[config.mk]
export PLATFORM = sky130hd
export DESIGN_NAME = obtt_top
export DESIGN_NICKNAME = d
export VERILOG_FILES = /design/src/design/obtt_comparator.v /design/src/design/obtt_top.v /design/src/design/obtt_trace_fifo.v
export VERILOG_INCLUDE_DIRS = /design/src /design/src/design
export SDC_FILE = /design/constraint.sdc
export NUM_CORES = 1
export LEC_CHECK = 0
export BUFFER_PORTS_ARGS = -buffer_cell sky130_fd_sc_hd__buf_2
export CAP_MARGIN = 20
export CORE_MARGIN = 2
export CORE_UTILIZATION = 38
export CTS_CLUSTER_DIAMETER = 100
export DETAILED_ROUTE_END_ITERATION = 8
export PLACE_DENSITY = 0.59
export SLEW_MARGIN = 10
export SYNTH_ARGS = -nofsm -noshare
export SYNTH_HDL_FRONTEND = slang
export SYNTH_SLANG_ARGS = --single-unit
[constraint.sdc]
create_clock -name clk_i -period 16.95 [get_ports clk_i]
set_clock_uncertainty 0.2 [all_clocks]
set_input_delay 3.39 -clock clk_i [delete_from_list [all_inputs] [get_ports clk_i]]
set_output_delay 3.39 -clock clk_i [all_outputs]
set_load 0.01 [all_outputs]
[src/design/obtt_defines.vh]
// register map, field positions, reset values and mode codes of the trigger/trace unit
// assumes: included by the unit's design files by bare name
`ifndef OBTT_DEFINES_VH
`define OBTT_DEFINES_VH

`define OBTT_AW              4
`define OBTT_DW              8
`define OBTT_REG_CMPA_H      4'h0
`define OBTT_REG_CMPA_L      4'h1
`define OBTT_REG_CMPB_H      4'h2
`define OBTT_REG_CMPB_L      4'h3
`define OBTT_REG_TRACE_H     4'h4
`define OBTT_REG_TRACE_L     4'h5
`define OBTT_REG_CTRL        4'h6
`define OBTT_REG_TRIG        4'h7
`define OBTT_REG_STAT        4'h8
`define OBTT_REG_INT_STAT    4'h9
`define OBTT_REG_INT_MASK    4'hA

`define OBTT_CTRL_ARM        7
`define OBTT_CTRL_BRK        6
`define OBTT_CTRL_TAG        5
`define OBTT_CTRL_BEGIN      4
`define OBTT_CTRL_CMP_A_DIR_QUALIFY_EN      3
`define OBTT_CTRL_RWA        2
`define OBTT_CTRL_RWBEN      1
`define OBTT_CTRL_RWB        0
`define OBTT_CTRL_RST        8'h00
`define OBTT_TRIG_RST        8'h00
`define OBTT_MASK_RST        8'h00
`define OBTT_CMP_RST         16'h0000

`define OBTT_MODE_A_ONLY     3'h0
`define OBTT_MODE_A_OR_B     3'h1
`define OBTT_MODE_A_AND_BD   3'h2
`define OBTT_MODE_A_NOT_BD   3'h3
`define OBTT_MODE_INSIDE     3'h4
`define OBTT_MODE_OUTSIDE    3'h5
`define OBTT_MODE_STORE_DATA 3'h6
`define OBTT_MODE_B_ONLY     3'h7

`define OBTT_INT_MATCH       0
`define OBTT_INT_FULL        1
`define OBTT_INT_DONE        2

`define OBTT_DEPTH           8
`define OBTT_CNT_W           4
`define OBTT_ENTRY_W         16

`endif

[src/design/obtt_comparator.v]
// one 16-bit comparator: equality and both magnitude relations
// assumes: operands come from logic on the same clock
`timescale 1ns/100ps
`default_nettype none

module obtt_comparator #(
  parameter W = 16
) (
  input  wire [W-1:0] value_i,
  input  wire [W-1:0] ref_i,
  output wire         eq_o,
  output wire         ge_o,
  output wire         le_o
);

  assign eq_o = (value_i == ref_i);
  assign ge_o = (value_i >= ref_i);
  assign le_o = (value_i <= ref_i);

endmodule // obtt_comparator

`default_nettype wire

[src/design/obtt_top.v]
// bus trigger and trace unit: comparators, trigger logic, registers, interrupt
// assumes: cpu bus, debug-controller flag and register port all run on clk_i
//
// Added by the designer: strobed register access and the register addresses.
`timescale 1ns/100ps
`default_nettype none

`include "obtt_defines.vh"

// Functional notes
// - eight-entry buffer of address or data
// - two 16-bit comparators, optional qualifiers
// - per-comparator bit ignores read/write direction
// - opcode tracking triggers only on execution
// - magnitude compare for inside/outside range
// - comparators off during debug-controller accesses
// - comparator A always sees address bus
// - comparator B sees address or data
// - write data when enabled and write
// - match breaks cpu or stores data
// - begin trace starts, end trace stops
// - configure before arming; read in order
// - count of valid entries, 1000 full
// - manual halt before full shifts one
// - registers and buffer reachable from host
// - registers also in cpu memory map; here reachable only through the host register port
module obtt_top #(
  parameter DEPTH = `OBTT_DEPTH,
  parameter CW    = `OBTT_CNT_W
) (
  input  wire                 clk_i,
  input  wire                 reset_n_i,
  input  wire                 ce_i,
  input  wire [`OBTT_AW-1:0]  reg_addr_i,
  input  wire [`OBTT_DW-1:0]  reg_wdata_i,
  input  wire                 reg_wr_i,
  input  wire                 reg_rd_i,
  output wire [`OBTT_DW-1:0]  reg_rdata_o,
  input  wire                 bdc_access_i,
  input  wire [15:0]          cpu_addr_i,
  input  wire                 cpu_valid_i,
  input  wire                 cpu_rw_i,
  input  wire [7:0]           cpu_wdata_i,
  input  wire [7:0]           cpu_rdata_i,
  input  wire                 cpu_exec_i,
  input  wire [15:0]          cpu_exec_addr_i,
  input  wire                 cpu_cof_i,
  input  wire [15:0]          cpu_cof_addr_i,
  output wire                 break_req_o,
  output wire                 irq_o
);

  reg  [15:0]             cmpa_q;
  reg  [15:0]             cmpb_q;
  reg  [7:0]              ctrl_q;
  reg  [7:0]              trig_q;
  reg  [2:0]              int_stat_q;
  reg  [2:0]              int_mask_q;
  reg                     tracing_q;
  reg                     break_q;
  reg                     irq_q;
  reg  [`OBTT_DW-1:0]     rdata_q;
  reg  [`OBTT_DW-1:0]     rdata_d;
  reg                     mode_match;

  // control fields and register strobes
  wire                    arm;
  wire                    tag;
  wire                    cmp_a_dir_qualify_en;
  wire                    cmp_a_dir_select;
  wire                    rwben;
  wire                    rwb;
  wire [2:0]              mode;
  wire                    wr_ctrl;
  wire                    wr_int_stat;
  wire                    wr_int_mask;
  wire                    arm_rise;
  wire                    halt_req;

  // comparator paths
  wire [15:0]             a_val;
  wire                    a_strobe;
  wire                    a_dir_ok;
  wire                    b_dir_ok;
  wire                    b_is_data;
  wire [7:0]              bdata;
  wire [15:0]             b_val;
  wire [15:0]             b_ref;
  wire                    a_eq;
  wire                    a_ge;
  wire                    b_eq;
  wire                    b_le;
  wire                    in_range;
  wire                    hit_a;
  wire                    hit_b;
  wire                    qual;

  // trace buffer
  wire                    store_mode;
  wire                    cof_take;
  wire                    push;
  wire [`OBTT_ENTRY_W-1:0] push_data;
  wire                    pop;
  wire [`OBTT_ENTRY_W-1:0] fifo_data;
  wire [CW-1:0]           fifo_count;
  wire                    fifo_full;
  wire [`OBTT_DW-1:0]     stat_word;

  // run sequencing and interrupt
  wire                    seq_hit;
  wire                    begin_hit;
  wire                    end_hit;
  wire                    full_rise;
  wire                    done_evt;
  reg                     full_q;
  wire [2:0]              events;
  wire [2:0]              int_clr;
  wire [2:0]              int_stat_d;
  wire                    irq_d;

  // control fields
  assign arm   = ctrl_q[`OBTT_CTRL_ARM];
  assign tag   = ctrl_q[`OBTT_CTRL_TAG];
  assign cmp_a_dir_qualify_en = ctrl_q[`OBTT_CTRL_CMP_A_DIR_QUALIFY_EN];
  assign cmp_a_dir_select   = ctrl_q[`OBTT_CTRL_RWA];
  assign rwben = ctrl_q[`OBTT_CTRL_RWBEN];
  assign rwb   = ctrl_q[`OBTT_CTRL_RWB];
  assign mode  = trig_q[2:0];

  assign wr_ctrl  = reg_wr_i & (reg_addr_i == `OBTT_REG_CTRL);
  assign wr_int_stat = reg_wr_i & (reg_addr_i == `OBTT_REG_INT_STAT);
  assign wr_int_mask = reg_wr_i & (reg_addr_i == `OBTT_REG_INT_MASK);
  assign arm_rise = wr_ctrl & reg_wdata_i[`OBTT_CTRL_ARM] & ~arm;
  // manual halt before full
  assign halt_req = wr_ctrl & ~reg_wdata_i[`OBTT_CTRL_ARM] & arm & ~fifo_full;

  // comparator A source: executed opcode address or bus address
  assign a_val    = tag ? cpu_exec_addr_i : cpu_addr_i;
  assign a_strobe = tag ? cpu_exec_i : cpu_valid_i;
  assign a_dir_ok = tag | ~cmp_a_dir_qualify_en | (cpu_rw_i == cmp_a_dir_select);
  assign b_dir_ok = tag | ~rwben | (cpu_rw_i == rwb);

  // comparator B source selected by mode
  assign b_is_data = (mode == `OBTT_MODE_A_AND_BD) |
                     (mode == `OBTT_MODE_A_NOT_BD) |
                     (mode == `OBTT_MODE_STORE_DATA);
  assign bdata     = (cmp_a_dir_qualify_en & ~cmp_a_dir_select) ? cpu_wdata_i : cpu_rdata_i;
  assign b_val     = b_is_data ? {8'h00, bdata} : a_val;
  assign b_ref     = b_is_data ? {8'h00, cmpb_q[7:0]} : cmpb_q;

  obtt_comparator #(
    .W       (16)
  ) u_cmp_a (
    .value_i (a_val),
    .ref_i   (cmpa_q),
    .eq_o    (a_eq),
    .ge_o    (a_ge),
    .le_o    ()
  );

  obtt_comparator #(
    .W       (16)
  ) u_cmp_b (
    .value_i (b_val),
    .ref_i   (b_ref),
    .eq_o    (b_eq),
    .ge_o    (),
    .le_o    (b_le)
  );

  assign hit_a = a_eq & a_dir_ok;
  assign hit_b = b_eq & b_dir_ok;
  assign in_range = a_ge & b_le;

  // trigger mode decode
  always @* begin
    case (mode)
      `OBTT_MODE_A_ONLY:     mode_match = hit_a;
      `OBTT_MODE_A_OR_B:     mode_match = hit_a | hit_b;
      `OBTT_MODE_A_AND_BD:   mode_match = hit_a & hit_b;
      `OBTT_MODE_A_NOT_BD:   mode_match = hit_a & ~hit_b;
      `OBTT_MODE_INSIDE:     mode_match = in_range & a_dir_ok;
      `OBTT_MODE_OUTSIDE:    mode_match = ~in_range & a_dir_ok;
      `OBTT_MODE_STORE_DATA: mode_match = hit_a;
      `OBTT_MODE_B_ONLY:     mode_match = hit_b;
      default:               mode_match = 1'b0;
    endcase
  end

  // comparators blind while the debug controller owns the bus
  assign qual = arm & a_strobe & ~bdc_access_i & mode_match;

  // what goes into the buffer
  assign store_mode = (mode == `OBTT_MODE_STORE_DATA);
  assign cof_take   = tracing_q & cpu_cof_i & ~bdc_access_i;
  assign push = ~ctrl_q[`OBTT_CTRL_BRK] & arm &
                (store_mode ? qual : cof_take);
  assign push_data = store_mode ? {8'h00, bdata} :
                     cpu_cof_addr_i;
  assign pop = reg_rd_i & (reg_addr_i == `OBTT_REG_TRACE_L);

  obtt_trace_fifo #(
    .W            (`OBTT_ENTRY_W),
    .DEPTH        (DEPTH),
    .CW           (CW)
  ) u_fifo (
    .clk_i        (clk_i),
    .ce_i         (ce_i),
    .reset_n_i    (reset_n_i),
    .clear_i      (arm_rise),
    .push_i       (push),
    .data_i       (push_data),
    .pop_i        (pop),
    .halt_shift_i (halt_req),
    .data_o       (fifo_data),
    .count_o      (fifo_count),
    .full_o       (fifo_full)
  );

  assign full_rise = fifo_full & ~full_q;

  // trace sequencing events; break and data store leave the run alone
  assign seq_hit   = qual & ~ctrl_q[`OBTT_CTRL_BRK] & ~store_mode;
  assign begin_hit = seq_hit & ctrl_q[`OBTT_CTRL_BEGIN];
  assign end_hit   = seq_hit & ~ctrl_q[`OBTT_CTRL_BEGIN];
  // run over: buffer filled, or end-type match while storing
  assign done_evt  = full_rise | (end_hit & tracing_q);

  // interrupt events, set beats clear
  assign events[`OBTT_INT_MATCH] = qual;
  assign events[`OBTT_INT_FULL]  = full_rise;
  assign events[`OBTT_INT_DONE]  = done_evt;
  assign int_clr    = wr_int_stat ? reg_wdata_i[2:0] : 3'h0;
  assign int_stat_d = (int_stat_q & ~int_clr) | events;
  assign irq_d      = |(int_stat_d & int_mask_q);

  // comparator and trigger mode registers
  always @(posedge clk_i) begin
    if (!reset_n_i) begin
      cmpa_q <= `OBTT_CMP_RST;
      cmpb_q <= `OBTT_CMP_RST;
      trig_q <= `OBTT_TRIG_RST;
    end else if (ce_i && reg_wr_i) begin
      case (reg_addr_i)
        `OBTT_REG_CMPA_H: cmpa_q[15:8] <= reg_wdata_i;
        `OBTT_REG_CMPA_L: cmpa_q[7:0]  <= reg_wdata_i;
        `OBTT_REG_CMPB_H: cmpb_q[15:8] <= reg_wdata_i;
        `OBTT_REG_CMPB_L: cmpb_q[7:0]  <= reg_wdata_i;
        `OBTT_REG_TRIG:   trig_q       <= reg_wdata_i;
        default: ;
      endcase
    end
  end

  // interrupt status, mask and level output
  always @(posedge clk_i) begin
    if (!reset_n_i) begin
      int_stat_q <= 3'h0;
      int_mask_q <= 3'h0;
      irq_q      <= 1'b0;
      full_q     <= 1'b0;
    end else if (ce_i) begin
      full_q     <= fifo_full;
      int_stat_q <= int_stat_d;
      irq_q      <= irq_d;
      if (wr_int_mask) begin
        int_mask_q <= reg_wdata_i[2:0];
      end
    end
  end

  // breakpoint request, one pulse per qualified match
  always @(posedge clk_i) begin
    if (!reset_n_i) begin
      break_q <= 1'b0;
    end else if (ce_i) begin
      break_q <= qual & ctrl_q[`OBTT_CTRL_BRK];
    end
  end

  // control register and trace run sequencing
  always @(posedge clk_i) begin
    if (!reset_n_i) begin
      ctrl_q    <= `OBTT_CTRL_RST;
      tracing_q <= 1'b0;
    end else if (ce_i) begin
      if (wr_ctrl) begin
        ctrl_q <= reg_wdata_i;
        if (arm_rise)
          tracing_q <= ~reg_wdata_i[`OBTT_CTRL_BEGIN];
        else if (!reg_wdata_i[`OBTT_CTRL_ARM])
          tracing_q <= 1'b0;
      end else if (arm) begin
        if (begin_hit)
          tracing_q <= 1'b1;
        if (end_hit) begin
          tracing_q              <= 1'b0;
          ctrl_q[`OBTT_CTRL_ARM] <= 1'b0;
        end
        if (fifo_full) begin
          tracing_q              <= 1'b0;
          ctrl_q[`OBTT_CTRL_ARM] <= 1'b0;
        end
      end
    end
  end

  // status word: armed, storing, full, spare, entry count
  assign stat_word = {arm, tracing_q, fifo_full, 1'b0, fifo_count};

  // read mux
  always @* begin
    rdata_d = 8'h00;
    case (reg_addr_i)
      `OBTT_REG_CMPA_H:   rdata_d = cmpa_q[15:8];
      `OBTT_REG_CMPA_L:   rdata_d = cmpa_q[7:0];
      `OBTT_REG_CMPB_H:   rdata_d = cmpb_q[15:8];
      `OBTT_REG_CMPB_L:   rdata_d = cmpb_q[7:0];
      `OBTT_REG_TRACE_H:  rdata_d = fifo_data[15:8];
      `OBTT_REG_TRACE_L:  rdata_d = fifo_data[7:0];
      `OBTT_REG_CTRL:     rdata_d = ctrl_q;
      `OBTT_REG_TRIG:     rdata_d = {5'h00, trig_q[2:0]};
      `OBTT_REG_STAT:     rdata_d = stat_word;
      `OBTT_REG_INT_STAT: rdata_d = {5'h00, int_stat_q};
      `OBTT_REG_INT_MASK: rdata_d = {5'h00, int_mask_q};
      default:            rdata_d = 8'h00;
    endcase
  end

  // read answer stands one cycle, then zero
  always @(posedge clk_i) begin
    if (!reset_n_i) begin
      rdata_q <= 8'h00;
    end else if (ce_i) begin
      rdata_q <= reg_rd_i ? rdata_d : 8'h00;
    end
  end

  assign reg_rdata_o = rdata_q;
  assign break_req_o = break_q;
  assign irq_o       = irq_q;

endmodule // obtt_top

`default_nettype wire

[src/design/obtt_trace_fifo.v]
// eight-entry trace buffer: shift register, newest at index 0
// assumes: push, pop, clear and halt shift come from logic on the same clock
`timescale 1ns/100ps
`default_nettype none

module obtt_trace_fifo #(
  parameter W     = 16,
  parameter DEPTH = 8,
  parameter CW    = 4
) (
  input  wire          clk_i,
  input  wire          ce_i,
  input  wire          reset_n_i,
  input  wire          clear_i,
  input  wire          push_i,
  input  wire [W-1:0]  data_i,
  input  wire          pop_i,
  input  wire          halt_shift_i,
  output wire [W-1:0]  data_o,
  output wire [CW-1:0] count_o,
  output wire          full_o
);

  reg  [W-1:0]  mem_q [0:DEPTH-1];
  reg  [CW-1:0] count_q;
  reg           offset_q;
  wire          full;
  wire          do_push;
  wire          do_pop;
  wire [CW-1:0] rd_idx;
  integer       i;

  assign full    = (count_q == DEPTH[CW-1:0]);
  assign do_push = push_i & ~full;
  assign do_pop  = pop_i & (count_q != {CW{1'b0}});
  // oldest entry, one further up after a halt shift
  assign rd_idx  = count_q - {{(CW-1){1'b0}}, ~offset_q};
  assign data_o  = (count_q == {CW{1'b0}}) ? {W{1'b0}} : mem_q[rd_idx[CW-2:0]];
  assign count_o = count_q;
  assign full_o  = full;

  always @(posedge clk_i) begin
    if (!reset_n_i) begin
      count_q  <= {CW{1'b0}};
      offset_q <= 1'b0;
      for (i = 0; i < DEPTH; i = i + 1)
        mem_q[i] <= {W{1'b0}};
    end else if (ce_i) begin
      if (clear_i) begin
        count_q  <= {CW{1'b0}};
        offset_q <= 1'b0;
      end else begin
        if (do_push || (halt_shift_i && !full)) begin
          for (i = DEPTH - 1; i > 0; i = i - 1)
            mem_q[i] <= mem_q[i-1];
          mem_q[0] <= do_push ? data_i : {W{1'b0}};
        end
        if (halt_shift_i && !full)
          offset_q <= 1'b1;
        if (do_push && !do_pop)
          count_q <= count_q + {{(CW-1){1'b0}}, 1'b1};
        else if (do_pop && !do_push)
          count_q <= count_q - {{(CW-1){1'b0}}, 1'b1};
      end
    end
  end

endmodule // obtt_trace_fifo

`default_nettype wire

* Word level (Yosys, flattened, before mapping) *
Memory sizes are Yosys's and may differ from the RTL's.
Cells that the tools add are included.

storage, ports and cells
  flip-flop bits (word level) = 66
  memory bits (writable) = 128
  input bits = 86
  output and inout bits = 10
  logic and storage cells = 184
  memories = 1

cells by class
  add/subtract/negate cells = 3
  magnitude comparators = 2
  equality and inequality tests = 23
  multiplexer cells = 43
  bitwise operators = 68
  reduce and logical (&&, ||, !) cells = 28

memories
  name          words  width  read ports  clocked after memory_dff  write ports  line                  text
  u_fifo.mem_q  8      16     8           0                         8            obtt_trace_fifo.v:24  reg [W-1:0] mem_q [0:DEPTH-1];

operators with widths
  operator             count
  $mux 16              14
  $pmux 8 s11          1
  $and 1x1->1          33
  $eq 16x16->1         2
  $mux 1               21
  $reduce_and 2->1     9
  $eq 4x3->1 const B   4
  $eq 4x4->1 const B   4
  $ge 16x16->1         1
  $le 16x16->1         1
  $mux 8               2
  $or 1x1->1           16
  $not 1->1            15
  $eq 3x3->1 const B   4
  $mux 4               3
  $eq 4x2->1 const B   2
  $logic_not 4->1      2
  $reduce_bool 4->1    2
  $pmux 1 s7           1
  $and 3x3->3          2
  $eq 3x2->1 const B   2
  $add 4x1->4 const B  1
  $eq 4x1->1 const B   1
  $logic_and 1x1->1    4
  16 further kinds     20

* Depth between registers and ports, before layout *
  depth in word-level cells = 20
  depth in mapped cells = 16
  depth with buffers taken out = 14

* Cells and area by module *
From an unflattened synthesis, not the netlist that was laid out.

unflattened totals
  cells, all modules = 1032
  area, all modules = 11081.9 µm²

by module, submodules not included
  module           instances  cells each  area each (µm²)  sequential area each (µm²)
  obtt_trace_fifo  1          420         6197.2           3943.8
  obtt_top         1          490         3988.8           1221.2
  obtt_comparator  2          61          447.9            0.0

* Worst setup path before layout *
OpenSTA, ideal clock, no wires.

  kind = input port to flip-flop
  start point = in cpu_exec_addr_i[11]
  end point = mem u_fifo.mem_q[0][0] (enable)
  library setup time = 0.492 ns
  arrival = 7.598 ns
  data required time = 16.258 ns
  slack = 8.660 ns
  stages on the path = 8
  path buffers = 0
  cell sequence = mux2_2 > ha_1 > nand4_1 > nor3_1 > nand4_1 > a21oi_4 > o211ai_4 > nand2_1

RTL lines
  element      line                  text
  from (decl)  obtt_top.v:46         input wire [15:0] cpu_exec_addr_i,
  to (decl)    obtt_trace_fifo.v:24

==> run summary <==
status -> completed
flip-flop and latch area -> 5160 sq um
post-CTS setup buffer count -> 0
worst hold-check path type -> flip-flop to flip-flop
Layout Area Growth over Synthesis -> 13.1%
via count -> 7328
initial core utilization -> 38.9%
worst r2r path cells -> 9
Slew HR -> 31.2%
ANT cells -> 0
vias in the first global route -> 7276
drt wl/cell -> 18.3 um
hold path cells -> 2
Seq/Total Area, Yosys -> 49.0%
Post-DRT Antenna Nets -> 0
Die Area -> 29100 sq um
max frequency -> 143 MHz
initial drt markers -> 522
pwr/cell area -> 83.1 nW/um^2
Worst R2R End -> u_fifo.mem_q[6][3]$_SDFFCE_PN0P_
Crit path required time -> 16.81 ns
R2R setup slack -> 11.87 ns
pin count of the biggest net entering global routing -> 114
Slew Viols, Final -> 0
RSZ-0062 raised after global routing -> false
Clock Sinks -> 194
clock tree buffer depth -> 2
min Tclk post-route -> 7.00 ns
core area -> 27100 sq um
DP Area -> 11300 sq um
Pre-antenna DRT Iters -> 7
Peak supply drop -> 55.9 uV
DRC -> 0
clk slew on worst S/H paths -> 0.07 ns
nature of the critical path endpoint -> flip-flop
Synth Instances -> 938
final cycle utilization of the critical path -> 41.3%
reg2reg start -> ctrl_q[5]$_SDFFE_PN0P_
CTS H-Tree Depth -> 4
non-filler cells, final -> 1388
Max-cap violations -> 0
largest cells by area after synthesis -> edfxtp_1 (36%), dfxtp_1 (13%), and2_1 (8.1%), mux4_2 (7.5%), mux2i_1 (6.3%)
setup_tns -> 0 ns
Final WS setup -> 9.95 ns
share of cells above drive strength 1 -> 20.3%
FF+latch count, synth -> 194
final setup fails -> 0
Final Routed Wirelength -> 25400 um
vias per cell -> 5.28
worst setup path category -> input port to flip-flop
area of the multi-input gates -> 5050 sq um
initial antenna violation count -> 0
ys flop type -> edfxtp_1
Max FO, Critical Path -> 80
hold buffers post-CTS -> 0
Async SR Flop Fraction -> 0%
Rows -> 60
I/O pin count -> 96
placed insts -> 1356
post-synth top area cell -> edfxtp_1
Final Net Count -> 1126
die width -> 171 um
clk_lat worst skew -> 0.45 ns
Final Util -> 44.0%
chip height -> 171 um
Syn Nets -> 1061
total track usage -> 18.1%
# resized after CTS -> 0
first-pass GRT wire length -> 40500 um
Setup crit start kind -> input port
Synth top area share -> 36.4%
Least-Margin Pin Slew -> 1.03 ns
commonest cells in the netlist -> and2_1 (137), edfxtp_1 (128), nor2_1 (83)
worst slack, placed -> 9.47 ns
Placer Congestion -> 0.942
Yosys warning count -> 0
GRT overflow -> 0
crit path to -> u_fifo.mem_q[6][3]$_SDFFCE_PN0P_
PortBufs -> 95
clk root buf -> clkbuf_16
hpwl dp -> 17600 um
Hold Vio Cnt, Final -> 0
CTS tree -> yes
TritonCTS buffer count -> 17
top-count cell post-synth -> and2_1
Post-Syn Area per Cell -> 11.2 sq um
Netlist Area Pre-Place -> 10500 sq um
CP startpoint -> cpu_exec_addr_i[9]
Post-synth EDFFs -> 128
CP arrival -> 6.86 ns
post-route cell area -> 11900 sq um
Static Leakage -> 0.00455 uW
Yosys cell types -> 66
Layout fillers -> 2539
-- where the power goes --
part / total [uW] / switching [uW] / leakage [uW] / internal [uW]
combinational: 61.6 / 37.2 / 0.00241 / 24.4
clock: 410 / 210 / 0.000289 / 200
sequential: 520 / 6.03 / 0.00185 / 514
total: 992 / 253 / 0.00455 / 739
-- kinds of logic after synthesis --
logic type | count (synthesis) | share of synthesized area (%)
AOI/OAI and AO/OA | 139 | 8.97
xor gates and xnor gates | 4 | 0.332
adders and majority gates | 37 | 4.46
buffers and inverters | 90 | 3.45
DFF | 194 | 49.0
muxes | 120 | 15.8
and+or+nand+nor | 354 | 18.0
-- layout make-up --
class                   instances  area share (%)
inverters                      35            1.10
clock buffers                  17            3.57
clock inverters                15            1.49
multi-input cells             654            42.3
well taps                     372            3.90
flip-flops and latches        194            43.3
repair buffers                101            4.36
-- stage by stage --
stage	hold slack (ns)	power [uW]
5_1_grt	0.292	1020
2_1_floorplan	0.245	568
6_report	0.263	992
3_5_place_dp	0.255	592
3_3_place_gp	0.253	591
4_1_cts	0.265	997
-- sequential cells by signal, summed over array words and instances, names as in the netlist --
signal           cells
int_stat_q           3
trig_q               3
full_q               1
int_mask_q           3
u_fifo.count_o       4
ctrl_q               8
cmpb_q              16
tracing_q            1
cmpa_q              16
reg_rdata_o          8
break_req_o          1
u_fifo.offset_q      1
irq_o                1
u_fifo.mem_q       128
-- critical path: stages --
cell and delay [ns]:
buf_2 0.09, mux2_2 0.27, ha_1 0.30, nand4_1 0.21, nor3_1 0.40, nand4_1 0.20, a21oi_4 0.34, o211ai_4 0.16
nand2_4 0.53, buf_4 0.92
-- layout by cell type (no fill, tap or decap), drive strengths merged, types with 3 or more instances in the layout --
master / count
inv: 41
nor3b: 3
a21oi: 51
o21ai: 19
a221oi: 6
edfxtp: 128
dfxtp: 66
ha: 36
nand3: 18
buf: 101
a22o: 3
nor2b: 10
mux2: 19
o2bb2ai: 3
o22ai: 10
a22oi: 6
a31oi: 6
and3: 6
xor2: 3
nor3: 7
mux2i: 66
a21o: 6
nor2: 84
and2: 137
clkinv: 8
nand2b: 3
nand4: 11
mux4: 35
nand3b: 5
o211ai: 5
a211oi: 12
clkbuf: 17
nand2: 55
-- layer usage --
metal / vias up / routed length, um / GRT usage [%]
li1: 3549 / - / -
met1: 3560 / 12200 / 25.8
met2: 191 / 11700 / 28.5
met3: 28 / 1030 / 2.82
met4: 0 / 436 / 5.46
met5: - / 0 / 0
-- worst min-delay path by stage --
stage / startpoint / slack, ns / endpoint
finish: break_req_o$_SDFFE_PN0P_ / 0.26 / break_req_o$_SDFFE_PN0P_
CTS: break_req_o$_SDFFE_PN0P_ / 0.26 / break_req_o$_SDFFE_PN0P_
floorplan: ctrl_q[4]$_SDFFE_PN0P_ / 0.25 / ctrl_q[4]$_SDFFE_PN0P_
global route: break_req_o$_SDFFE_PN0P_ / 0.29 / break_req_o$_SDFFE_PN0P_
global placement: break_req_o$_SDFFE_PN0P_ / 0.25 / break_req_o$_SDFFE_PN0P_
detailed placement: break_req_o$_SDFFE_PN0P_ / 0.25 / break_req_o$_SDFFE_PN0P_
Power figures use the tool's default switching activity.
